### config.mk
export PLATFORM = sky130hd
export DESIGN_NAME = lcmm_monitor
export DESIGN_NICKNAME = d
export VERILOG_FILES = /design/src/shared/lcmm_pkg.sv /design/src/hw/lcmm_monitor.sv
export SDC_FILE = /design/constraint.sdc
export NUM_CORES = 1
export LEC_CHECK = 0
export BUFFER_PORTS_ARGS = -buffer_cell sky130_fd_sc_hd__buf_2
export CORE_ASPECT_RATIO = 0.6
export CORE_UTILIZATION = 31
export CTS_BUF_LIST = sky130_fd_sc_hd__clkbuf_8 sky130_fd_sc_hd__clkbuf_16
export CTS_CLUSTER_SIZE = 12
export DETAILED_ROUTE_END_ITERATION = 8
export PLACE_DENSITY = 0.44
export SKIP_LAST_GASP = 1
export SYNTH_ARGS = -nofsm -noshare
export SYNTH_HDL_FRONTEND = slang
export SYNTH_SLANG_ARGS = --single-unit
### constraint.sdc
create_clock -name clk -period 8.85 [get_ports clk]
set_clock_uncertainty 0.2 [all_clocks]
set_input_delay 1.77 -clock clk [delete_from_list [all_inputs] [get_ports clk]]
set_output_delay 1.77 -clock clk [all_outputs]
set_load 0.005 [all_outputs]
### src/shared/lcmm_pkg.sv
// lcmm_pkg: constants and types shared by the light curtain muting monitor
// assumes a 100 MHz clock and a 1 ms timebase derived from it
package lcmm_pkg;

  localparam int CLK_HZ = 100_000_000;
  localparam int TIMEBASE_MS = 1;
  localparam int MS_PER_S = 1000;
  localparam int TICK_CYCLES_DEF = CLK_HZ / MS_PER_S * TIMEBASE_MS;

  // override, fault clear, filter and lamp timing
  localparam int OVR_STEP_S = 5;
  localparam int OVR_STEP_MS = OVR_STEP_S * MS_PER_S;
  localparam int OVR_ZERO_MS = 500;
  localparam int FCLR_MAX_S = 3;
  localparam int FCLR_MAX_MS = FCLR_MAX_S * MS_PER_S;
  localparam int FILTER_STEP_MS = 25;
  localparam int FILTER_MULT = 2;
  localparam int BLINK_SLOW_HZ = 1;
  localparam int BLINK_FAST_HZ = 3;
  localparam int BLINK_SLOW_MS = MS_PER_S / (2 * BLINK_SLOW_HZ);
  localparam int BLINK_FAST_MS = MS_PER_S / (2 * BLINK_FAST_HZ);

  // override test pulses: A window, then B window, then settle
  localparam int TP_LEN = 16;
  localparam int TP_SETTLE = 8;
  localparam int TP_QUIET = 2 * TP_LEN + TP_SETTLE;

  // register port
  localparam int ADDR_W = 8;
  localparam logic [7:0] CFG_OFS = 8'h00;
  localparam logic [7:0] STAT_OFS = 8'h04;
  localparam int CFG_W = 24;

  typedef enum logic [1:0] {MODE_T, MODE_L, MODE_FOUR} lcmm_mode_t;
  typedef enum logic [3:0] {
    MT_10S, MT_20S, MT_30S, MT_60S, MT_300S, MT_900S,
    MT_1800S, MT_3600S, MT_28800S, MT_INF
  } lcmm_mtime_t;
  typedef enum logic [2:0] {
    ST_IDLE, ST_FIRST, ST_MUTED, ST_EXIT, ST_SYNC_FLT, ST_SEQ_FLT
  } lcmm_state_t;

  typedef struct packed {
    lcmm_mode_t mode;
    lcmm_mtime_t mute_time;
    logic [3:0] filter_x25;
    logic ovr_en;
    logic ovr_o2_en;
    logic exit_ends_ovr;
    logic [7:0] ovr_time;
    logic ovr_pulse_test;
    logic permit_en;
    logic fault_clear_en;
  } lcmm_cfg_t;

  typedef struct packed {
    logic [1:0] curtain_beam_input;
    logic [3:0] mute_sensor_inputs;
    logic [1:0] override_request;
    logic mute_permit_input;
    logic mute_fault_clear_input;
  } lcmm_pins_t;

  typedef struct packed {
    logic [31:0] mute_s;
    logic [31:0] sync_s;
  } lcmm_tpair_t;

  localparam lcmm_cfg_t CFG_RST = '{MODE_T, MT_10S, 4'h0, 1'b1, 1'b1,
    1'b1, 8'h01, 1'b0, 1'b0, 1'b1};
  localparam lcmm_pins_t PIN_IDLE = '{2'h3, 4'hF, 2'h0, 1'b1, 1'b0};

  // linked muting and synchronisation times, in seconds
  function automatic lcmm_tpair_t mute_pair(lcmm_mtime_t sel);
    case (sel)
      MT_10S: return '{32'd10, 32'd3};
      MT_20S: return '{32'd20, 32'd3};
      MT_30S: return '{32'd30, 32'd3};
      MT_60S: return '{32'd60, 32'd6};
      MT_300S: return '{32'd300, 32'd30};
      MT_900S: return '{32'd900, 32'd90};
      MT_1800S: return '{32'd1800, 32'd180};
      MT_3600S: return '{32'd3600, 32'd180};
      MT_28800S: return '{32'd28800, 32'd180};
      default: return '{32'h0, 32'h0};
    endcase
  endfunction : mute_pair

endpackage : lcmm_pkg

### src/hw/lcmm_monitor.sv
// lcmm_monitor: light curtain muting monitor with timed override
// assumes pins arrive asynchronously; register port is on clk
//
// Implementation choices: the address map and the strobed register port.
`timescale 1ns/1ps
module lcmm_monitor #(
  parameter int TICK_CYCLES = lcmm_pkg::TICK_CYCLES_DEF
) (
  input wire logic clk,
  input wire logic sys_rst,
  input wire lcmm_pkg::lcmm_pins_t pins,
  input wire logic [lcmm_pkg::ADDR_W-1:0] reg_addr,
  input wire logic [31:0] reg_wdata,
  input wire logic reg_wr,
  input wire logic reg_rd,
  output logic [31:0] reg_rdata,
  output logic primary_safety_output,
  output logic override_aux_output,
  output logic muting_lamp,
  output logic fault_indicator,
  output logic test_source_a,
  output logic test_source_b
);
  import lcmm_pkg::*;

  lcmm_cfg_t cfg;
  lcmm_pins_t pin_meta, pin_s;
  lcmm_state_t state, next_state;
  logic [31:0] tick_cnt, ph_ms, ovr_ms, fclr_ms, ovr_lim;
  logic [31:0] sync_lim, mute_lim;
  logic [9:0] slow_ms, fast_ms;
  logic tick, blink_slow, blink_fast;
  logic [3:0] blk, used, blk_u, first_ok, a_bit, e_bit;
  logic [1:0] a, first_idx, exp2, want, oth, tp_ok, ovr_lvl;
  logic lc_blk, muted, permit_eff, mute_inf, lc_seen, lc_passed;
  logic sync_trip, perm_fault, any_fault, fault_off, clr_ok;
  logic ovr_req, ovr_req_d, ovr_active, ovr_seen, ovr_passed;
  logic fclr_d, clr_pulse, sync_over, mute_over;
  lcmm_tpair_t tp;

  ////////////////////////////////////////////////////////////////////////
  // register port: one config word, one status word
  always_ff @(posedge clk) begin
    if (sys_rst) begin
      cfg <= CFG_RST;
    end else if (reg_wr && reg_addr == CFG_OFS) begin
      cfg <= lcmm_cfg_t'(reg_wdata[CFG_W-1:0]);
    end
  end

  always_ff @(posedge clk) begin
    if (sys_rst) begin
      reg_rdata <= 32'h0000_0000;
    end else if (reg_rd && reg_addr == CFG_OFS) begin
      reg_rdata <= {8'h00, cfg};
    end else if (reg_rd && reg_addr == STAT_OFS) begin
      reg_rdata <= {21'h00000, state, perm_fault, sync_trip, ovr_active,
        muted, primary_safety_output, override_aux_output, muting_lamp,
        fault_indicator};
    end else begin
      reg_rdata <= 32'h0000_0000;
    end
  end

  ////////////////////////////////////////////////////////////////////////
  // pin synchronisers; only pin_s is read by logic
  always_ff @(posedge clk) begin
    if (sys_rst) begin
      pin_meta <= PIN_IDLE;
      pin_s <= PIN_IDLE;
    end else begin
      pin_meta <= pins;
      pin_s <= pin_meta;
    end
  end

  // sensors are normally closed: low means blocked
  assign blk = ~pin_s.mute_sensor_inputs;
  assign lc_blk = ~&pin_s.curtain_beam_input;
  assign used = (cfg.mode == MODE_FOUR) ? 4'hF : 4'h3;
  assign blk_u = blk & used;
  assign permit_eff = !cfg.permit_en || pin_s.mute_permit_input;

  ////////////////////////////////////////////////////////////////////////
  // 1 ms timebase shared by every interval timer
  always_ff @(posedge clk) begin
    if (sys_rst) begin
      tick_cnt <= 32'h0000_0000;
      tick <= 1'b0;
    end else begin
      tick <= (tick_cnt == 32'(TICK_CYCLES - 2));
      if (tick_cnt == 32'(TICK_CYCLES - 1)) begin
        tick_cnt <= 32'h0000_0000;
      end else begin
        tick_cnt <= tick_cnt + 32'h0000_0001;
      end
    end
  end

  always_ff @(posedge clk) begin
    if (sys_rst) begin
      slow_ms <= 10'h000;
      fast_ms <= 10'h000;
      blink_slow <= 1'b0;
      blink_fast <= 1'b0;
    end else if (tick) begin
      slow_ms <= (slow_ms == 10'(BLINK_SLOW_MS - 1)) ? 10'h000
        : slow_ms + 10'h001;
      fast_ms <= (fast_ms == 10'(BLINK_FAST_MS - 1)) ? 10'h000
        : fast_ms + 10'h001;
      if (slow_ms == 10'(BLINK_SLOW_MS - 1)) begin
        blink_slow <= !blink_slow;
      end
      if (fast_ms == 10'(BLINK_FAST_MS - 1)) begin
        blink_fast <= !blink_fast;
      end
    end
  end

  ////////////////////////////////////////////////////////////////////////
  // override test pulses: the pulse must reach the input, else no request
  always_ff @(posedge clk) begin
    if (sys_rst) begin
      test_source_a <= 1'b1;
      test_source_b <= 1'b1;
      tp_ok <= 2'h0;
      ovr_lvl <= 2'h0;
    end else begin
      test_source_a <= !(cfg.ovr_pulse_test && tick_cnt < 32'(TP_LEN));
      test_source_b <= !(cfg.ovr_pulse_test && tick_cnt >= 32'(TP_LEN)
        && tick_cnt < 32'(2 * TP_LEN));
      if (tick_cnt == 32'(TP_LEN - 1)) begin
        tp_ok[0] <= !pin_s.override_request[0];
      end
      if (tick_cnt == 32'(2 * TP_LEN - 1)) begin
        tp_ok[1] <= !pin_s.override_request[1];
      end
      // level is held through the pulse windows so they cause no dropout
      if (!cfg.ovr_pulse_test || tick_cnt >= 32'(TP_QUIET)) begin
        ovr_lvl <= pin_s.override_request;
      end
    end
  end

  assign ovr_req = cfg.ovr_en && (&ovr_lvl)
    && (!cfg.ovr_pulse_test || (&tp_ok));
  assign ovr_lim = (cfg.ovr_time == 8'h00) ? 32'(OVR_ZERO_MS)
    : 32'(cfg.ovr_time) * 32'(OVR_STEP_MS);

  ////////////////////////////////////////////////////////////////////////
  // override period
  always_ff @(posedge clk) begin
    if (sys_rst) begin
      ovr_req_d <= 1'b0;
      ovr_active <= 1'b0;
      ovr_ms <= 32'h0000_0000;
    end else begin
      ovr_req_d <= ovr_req;
      if (!ovr_active) begin
        ovr_ms <= 32'h0000_0000;
        // only a fresh press while the output is off starts a period
        if (ovr_req && !ovr_req_d && !primary_safety_output) begin
          ovr_active <= 1'b1;
        end
      end else if (!ovr_req || ovr_ms >= ovr_lim) begin
        ovr_active <= 1'b0;
      end else if (tick) begin
        ovr_ms <= ovr_ms + 32'h0000_0001;
      end
    end
  end

  always_ff @(posedge clk) begin
    if (sys_rst || !ovr_active) begin
      ovr_seen <= 1'b0;
      ovr_passed <= 1'b0;
    end else begin
      ovr_seen <= ovr_seen || lc_blk || (|blk_u);
      if (ovr_seen && !lc_blk && blk_u == 4'h0) begin
        ovr_passed <= 1'b1;
      end
    end
  end

  ////////////////////////////////////////////////////////////////////////
  // fault clear input: high shorter than the limit, acts on falling edge
  always_ff @(posedge clk) begin
    if (sys_rst) begin
      fclr_d <= 1'b0;
      fclr_ms <= 32'h0000_0000;
      clr_pulse <= 1'b0;
    end else begin
      fclr_d <= pin_s.mute_fault_clear_input;
      clr_pulse <= fclr_d && !pin_s.mute_fault_clear_input
        && fclr_ms < 32'(FCLR_MAX_MS);
      if (!pin_s.mute_fault_clear_input) begin
        fclr_ms <= 32'h0000_0000;
      end else if (tick && fclr_ms < 32'(FCLR_MAX_MS)) begin
        fclr_ms <= fclr_ms + 32'h0000_0001;
      end
    end
  end

  // without a clear input the fault clears once the sensors are clear
  assign clr_ok = cfg.fault_clear_en ? clr_pulse : 1'b1;

  ////////////////////////////////////////////////////////////////////////
  // sequence timing
  assign tp = mute_pair(cfg.mute_time);
  assign mute_inf = (cfg.mute_time == MT_INF);
  assign mute_lim = tp.mute_s * 32'(MS_PER_S);
  assign sync_lim = tp.sync_s * 32'(MS_PER_S)
    + 32'(cfg.filter_x25) * 32'(FILTER_STEP_MS * FILTER_MULT);
  assign sync_over = !mute_inf && ph_ms >= sync_lim;
  assign mute_over = !mute_inf && ph_ms >= mute_lim;

  // first legal sensor and the one expected second
  assign first_ok = (cfg.mode == MODE_T) ? 4'h3
    : (cfg.mode == MODE_L) ? 4'h1 : 4'h9;
  assign first_idx = blk[0] ? 2'h0 : (cfg.mode == MODE_FOUR) ? 2'h3 : 2'h1;
  assign exp2 = (cfg.mode == MODE_L) ? 2'h1
    : (cfg.mode == MODE_FOUR) ? ((a == 2'h0) ? 2'h1 : 2'h2)
    : ((a == 2'h0) ? 2'h1 : 2'h0);
  // clearing order: T exits second-blocked first, L exits sensor 0 first
  assign want = (cfg.mode == MODE_L) ? a : exp2;
  assign oth = (cfg.mode == MODE_L) ? exp2 : a;
  assign a_bit = 4'(4'h1 << a);
  assign e_bit = 4'(4'h1 << exp2);
  assign muted = (state == ST_MUTED) || (state == ST_EXIT);
  assign lc_passed = lc_seen && !lc_blk;

  always_comb begin
    next_state = state;
    case (state)
      ST_IDLE: begin
        if (permit_eff && !lc_blk && blk_u != 4'h0) begin
          next_state = ((blk_u & ~first_ok) != 4'h0) ? ST_SEQ_FLT
            : ST_FIRST;
        end
      end
      ST_FIRST: begin
        if (lc_blk) begin
          next_state = ST_SEQ_FLT;
        end else if (blk[exp2]) begin
          next_state = ST_MUTED;
        end else if ((blk_u & ~a_bit) != 4'h0) begin
          next_state = ST_SEQ_FLT;
        end else if (!blk[a]) begin
          next_state = ST_IDLE;
        end else if (sync_over) begin
          next_state = ST_SYNC_FLT;
        end
      end
      ST_MUTED: begin
        if (mute_over && !lc_passed) begin
          next_state = ST_SEQ_FLT;
        end else if (blk_u == 4'h0 && !lc_blk) begin
          next_state = ST_IDLE;
        end else if (cfg.mode == MODE_FOUR) begin
          next_state = ST_MUTED;
        end else if (lc_passed && !blk[want] && blk[oth]) begin
          next_state = ST_EXIT;
        end else if (lc_passed && blk[want] && !blk[oth]) begin
          next_state = ST_SEQ_FLT;
        end else if (!lc_seen && !blk[exp2] && blk[a]) begin
          next_state = ST_FIRST;
        end else if (!lc_seen && blk[exp2] && !blk[a]) begin
          next_state = ST_SEQ_FLT;
        end
      end
      ST_EXIT: begin
        if (lc_blk || blk[want]) begin
          next_state = ST_SEQ_FLT;
        end else if (!blk[oth]) begin
          next_state = ST_IDLE;
        end else if (sync_over) begin
          next_state = ST_SYNC_FLT;
        end
      end
      ST_SYNC_FLT: begin
        // backing away clears it; after a trip only an override does
        if (blk_u == 4'h0 && !lc_blk && (!sync_trip || ovr_active)) begin
          next_state = ST_IDLE;
        end
      end
      ST_SEQ_FLT: begin
        if (blk_u == 4'h0 && !lc_blk && (ovr_active || clr_ok)) begin
          next_state = ST_IDLE;
        end
      end
      default: next_state = ST_IDLE;
    endcase
  end

  always_ff @(posedge clk) begin
    if (sys_rst) begin
      state <= ST_IDLE;
      a <= 2'h0;
      ph_ms <= 32'h0000_0000;
    end else begin
      state <= next_state;
      if (state == ST_IDLE && next_state == ST_FIRST) begin
        a <= first_idx;
      end
      if (next_state != state) begin
        ph_ms <= 32'h0000_0000;
      end else if (tick) begin
        ph_ms <= ph_ms + 32'h0000_0001;
      end
    end
  end

  always_ff @(posedge clk) begin
    if (sys_rst) begin
      lc_seen <= 1'b0;
      sync_trip <= 1'b0;
      perm_fault <= 1'b0;
    end else begin
      if (next_state == ST_MUTED && state != ST_MUTED) begin
        lc_seen <= 1'b0;
      end else if (state == ST_MUTED && lc_blk) begin
        lc_seen <= 1'b1;
      end
      if (state == ST_SYNC_FLT && lc_blk) begin
        sync_trip <= 1'b1;
      end else if (state != ST_SYNC_FLT) begin
        sync_trip <= 1'b0;
      end
      // set and clear are exclusive: set needs a blocked sensor
      if (state == ST_IDLE && !permit_eff && blk_u != 4'h0) begin
        perm_fault <= 1'b1;
      end else if (blk_u == 4'h0 && clr_ok) begin
        perm_fault <= 1'b0;
      end
    end
  end

  ////////////////////////////////////////////////////////////////////////
  // outputs
  assign fault_off = (state == ST_SEQ_FLT) || sync_trip;
  assign any_fault = (state == ST_SEQ_FLT) || (state == ST_SYNC_FLT)
    || perm_fault;

  always_ff @(posedge clk) begin
    if (sys_rst) begin
      primary_safety_output <= 1'b0;
      override_aux_output <= 1'b0;
      muting_lamp <= 1'b0;
      fault_indicator <= 1'b0;
    end else begin
      // permit fault alone never cuts the output
      primary_safety_output <= ovr_active
        || (!fault_off && (!lc_blk || muted));
      override_aux_output <= ovr_active && cfg.ovr_o2_en
        && !(cfg.exit_ends_ovr && ovr_passed);
      muting_lamp <= ovr_active ? blink_fast
        : any_fault ? blink_slow : muted;
      fault_indicator <= any_fault && blink_slow;
    end
  end
endmodule : lcmm_monitor

==> results.json <==
{
  "async_reset_ff_frac": 0,
  "drt-total-wl_mm": 42.53,
  "path_clk_slew_ns": 0.06,
  "reg2reg_from": "tp[7]",
  "area_growth_pct": 11.58,
  "via_count": 13360,
  "ys_top_cells_by_count": "261 x dfxtp_1, 216 x ha_1, 181 x nor2_1, 170 x inv_1, 139 x nand2_1",
  "syn_area_sq_um": 17520,
  "row_count": 67,
  "min_from": "pin_meta[9]",
  "critPathMaxFanout": 32,
  "die_w_um": 308.9,
  "cts_made_buffers": 29,
  "synthCells": 1965,
  "relSlewSlack": 0.3346,
  "r2r-end": "ph_ms[14]",
  "dr.pass1.iters": 5,
  "antenna_found_initial": 0,
  "vias_per_cell": 4.774,
  "multiInputGateArea_sq_um": 11340,
  "die_area_sq_um": 57510,
  "grt_pass1_vias": 12690,
  "finalSetupViolCount": 0,
  "final-seq-area_sq_um": 5225,
  "yosys-top-cells-area": "dfxtp_1 30%, ha_1 15%, fa_1 7.7%",
  "hold_viol": 0,
  "r2r_setup_slack_ns": 0.61,
  "start_util": 0.3138,
  "port_buffers": 75,
  "syn_area_per_cell_sq_um": 8.917,
  "crit_top_cell": "ha_1",
  "power.density_nw_per_um2": 128.7,
  "die_h_um": 186.2,
  "ys.flop_type": "dfxtp_1",
  "cp_slowest_cell": "dfxtp_1",
  "tns_ns": 0,
  "worst_path_largest_cell_delay_ns": 0.63,
  "worstPathCellList": "inv_1 -> ha_1 -> fa_1 -> inv_1 -> fa_1 -> ha_1 -> ha_1 -> a21boi_0 -> nor3_1 -> xor2_1 -> nor3_1 -> nand3_1 -> or4_1 -> a2bb2oi_1 -> ha_1 -> a41oi_1 -> nand3_1 -> a221o_1 -> o21ai_0 -> o211ai_1 -> nand4_1 -> xor2_4 -> buf_4 -> nor3_1",
  "fillCellCount": 5773,
  "clk_latency_ns": 0.57,
  "path_class": "reg -> reg",
  "cp-start-kind": "flip-flop",
  "clock_sinks": 261,
  "hold_class": "reg -> reg",
  "cts_resized": 0,
  "htreeDepth": 1,
  "drt-wirelength-per-cell_um": 15.20,
  "slew_viol_final": 0,
  "grt_pass1_wl_mm": 69.27,
  "yosysSeqAreaShare": 0.2982,
  "crit_family": "adder cells",
  "dp_hpwl_mm": 33.10,
  "ant_nets": 0,
  "ys_ff_latch": 261,
  "cts_hold_buf": 0,
  "root_buffer": "clkbuf_16",
  "cts_tree": "built",
  "fmax_mhz": 121.3,
  "total_power_w": 0.002516,
  "synth_area_leader_cell": "dfxtp_1",
  "drt_iter0_drc": 618,
  "gp_congestion": 0.8128,
  "worstPathArrival_ns": 8.46,
  "synth-edff-count": 0,
  "hold_end": "pin_s[9]",
  "drive_gt1_frac": 0.1070,
  "drc": 0,
  "required_ns": 9.07,
  "cts_setup_buffers": 0,
  "power.leakage_nw": 8.695,
  "synth_top_area_frac": 0.2982,
  "clock_path_buffers": 3,
  "reg2reg_depth": 24,
  "nets": 2358,
  "io_pins": 92,
  "core_area_sq_um": 55830,
  "grt_util_all_layers": 0.1505,
  "min_period_ns": 8.243,
  "yosys_warnings": 0,
  "worstHoldPathCells": 1,
  "outcome": "complete, no violations",
  "yosysMostFrequentCell": "dfxtp_1",
  "endpoint_kind": "flip-flop",
  "rsz0062_at_grt": "no",
  "cap_violations": 0,
  "ys_types": 93,
  "grt_start_max_net_pins": 48,
  "timing.final.crit_share": 0.9314,
  "ir_drop_v": 0.0001393,
  "tightestPinTransition_ns": 0.9981,
  "crit_buf_inv": 3,
  "grt.overflow.total": 0
}
==> worst max path at each step <==
stage               slack, ns  cells past startpoint   endpoint  start
floorplan                2.02                     27   ph_ms[0]  tp[1]
global placement         0.77                     27  ph_ms[14]  tp[1]
detailed placement       0.68                     27  ph_ms[13]  tp[1]
CTS                      0.64                     27  ph_ms[27]  tp[1]
global route             0.11                     25  ph_ms[27]  tp[1]
finish                   0.61                     24  ph_ms[14]  tp[7]
==> per-layer routing <==
metal	wire length [um]	vias to the layer above	GRT usage
li1	-	6824	-
met1	24140	6318	0.2444
met2	16290	172	0.2071
met3	1427	44	0.01915
met4	673	0	0.02653
met5	0	-	0
==> area by class of cell <==
class,instances,area share
Clock inverter,13,0.006272
Tap cell,759,0.04857
Multi-Input combinational cell,1472,0.5800
Sequential cell,261,0.2672
Antenna cell,1,0.0001280
Inverter,172,0.03328
Clock buffer,35,0.04134
Timing Repair Buffer,85,0.02317
==> registers in the layout (all words and copies together), names as in the netlist, 2 cells and up <==
register and flops:
a 2, cfg 24, fast_ms 10, fclr_ms 32, ovr_lvl 2, ovr_ms 32, ph_ms 32, pin_meta 10
pin_s 10, reg_rdata 24, slow_ms 10, state 3, tick_cnt 32, tp 18, tp_ok 2
==> cells in the final DEF, fill, tap and decap left out, drive strengths merged, types with 10 or more instances in the layout <==
cell type,count
and3,24
fa,67
a21o,18
and2,43
buf,85
a21oi,97
o21ai,59
and4,13
dfxtp,261
or2,26
xnor2,68
clkbuf,35
nand4,40
ha,216
or3,23
nor4,23
nand3b,10
nor2,182
inv,176
nand3,89
nor3,67
nand2b,18
xor2,81
nand2,139
nor2b,22
mux2i,23
==> through the flow <==
step                        util  setup slack, ns  area (sq um)  instances  hold slack [ns]
after global routing      0.3501           0.1142         19550       2797           0.2240
after CTS                 0.3501           0.6445         19550       2797           0.2129
final                     0.3502           0.6072         19550       2798           0.2038
after global placement    0.3335           0.7668         18620       2749           0.1998
after detailed placement  0.3335           0.6793         18620       2749           0.2045
after floorplan                -            2.024         17550       1972           0.1895
==> kinds of logic (layout without fill, tap and decap cells) <==
group / Yosys count / after routing / synth area share
xor gates and xnor gates: 149 / 149 / 0.07448
buffers and inverters: 239 / 305 / 0.05741
muxes: 24 / 24 / 0.01378
DFF: 261 / 261 / 0.2982
AOI/OAI and AO/OA: 267 / 267 / 0.09954
adders and majority gates: 283 / 283 / 0.2308
and+or+nand+nor: 740 / 740 / 0.2254
other: 2 / 10 / 0.0004286
==> power by group <==
group          switching [W]  internal (W)
combinational      0.0000759     0.0000389
sequential         0.0000101       0.00118
clock               0.000508      0.000700
total               0.000594       0.00192
Note: power is estimated with default switching activity, not from simulation.
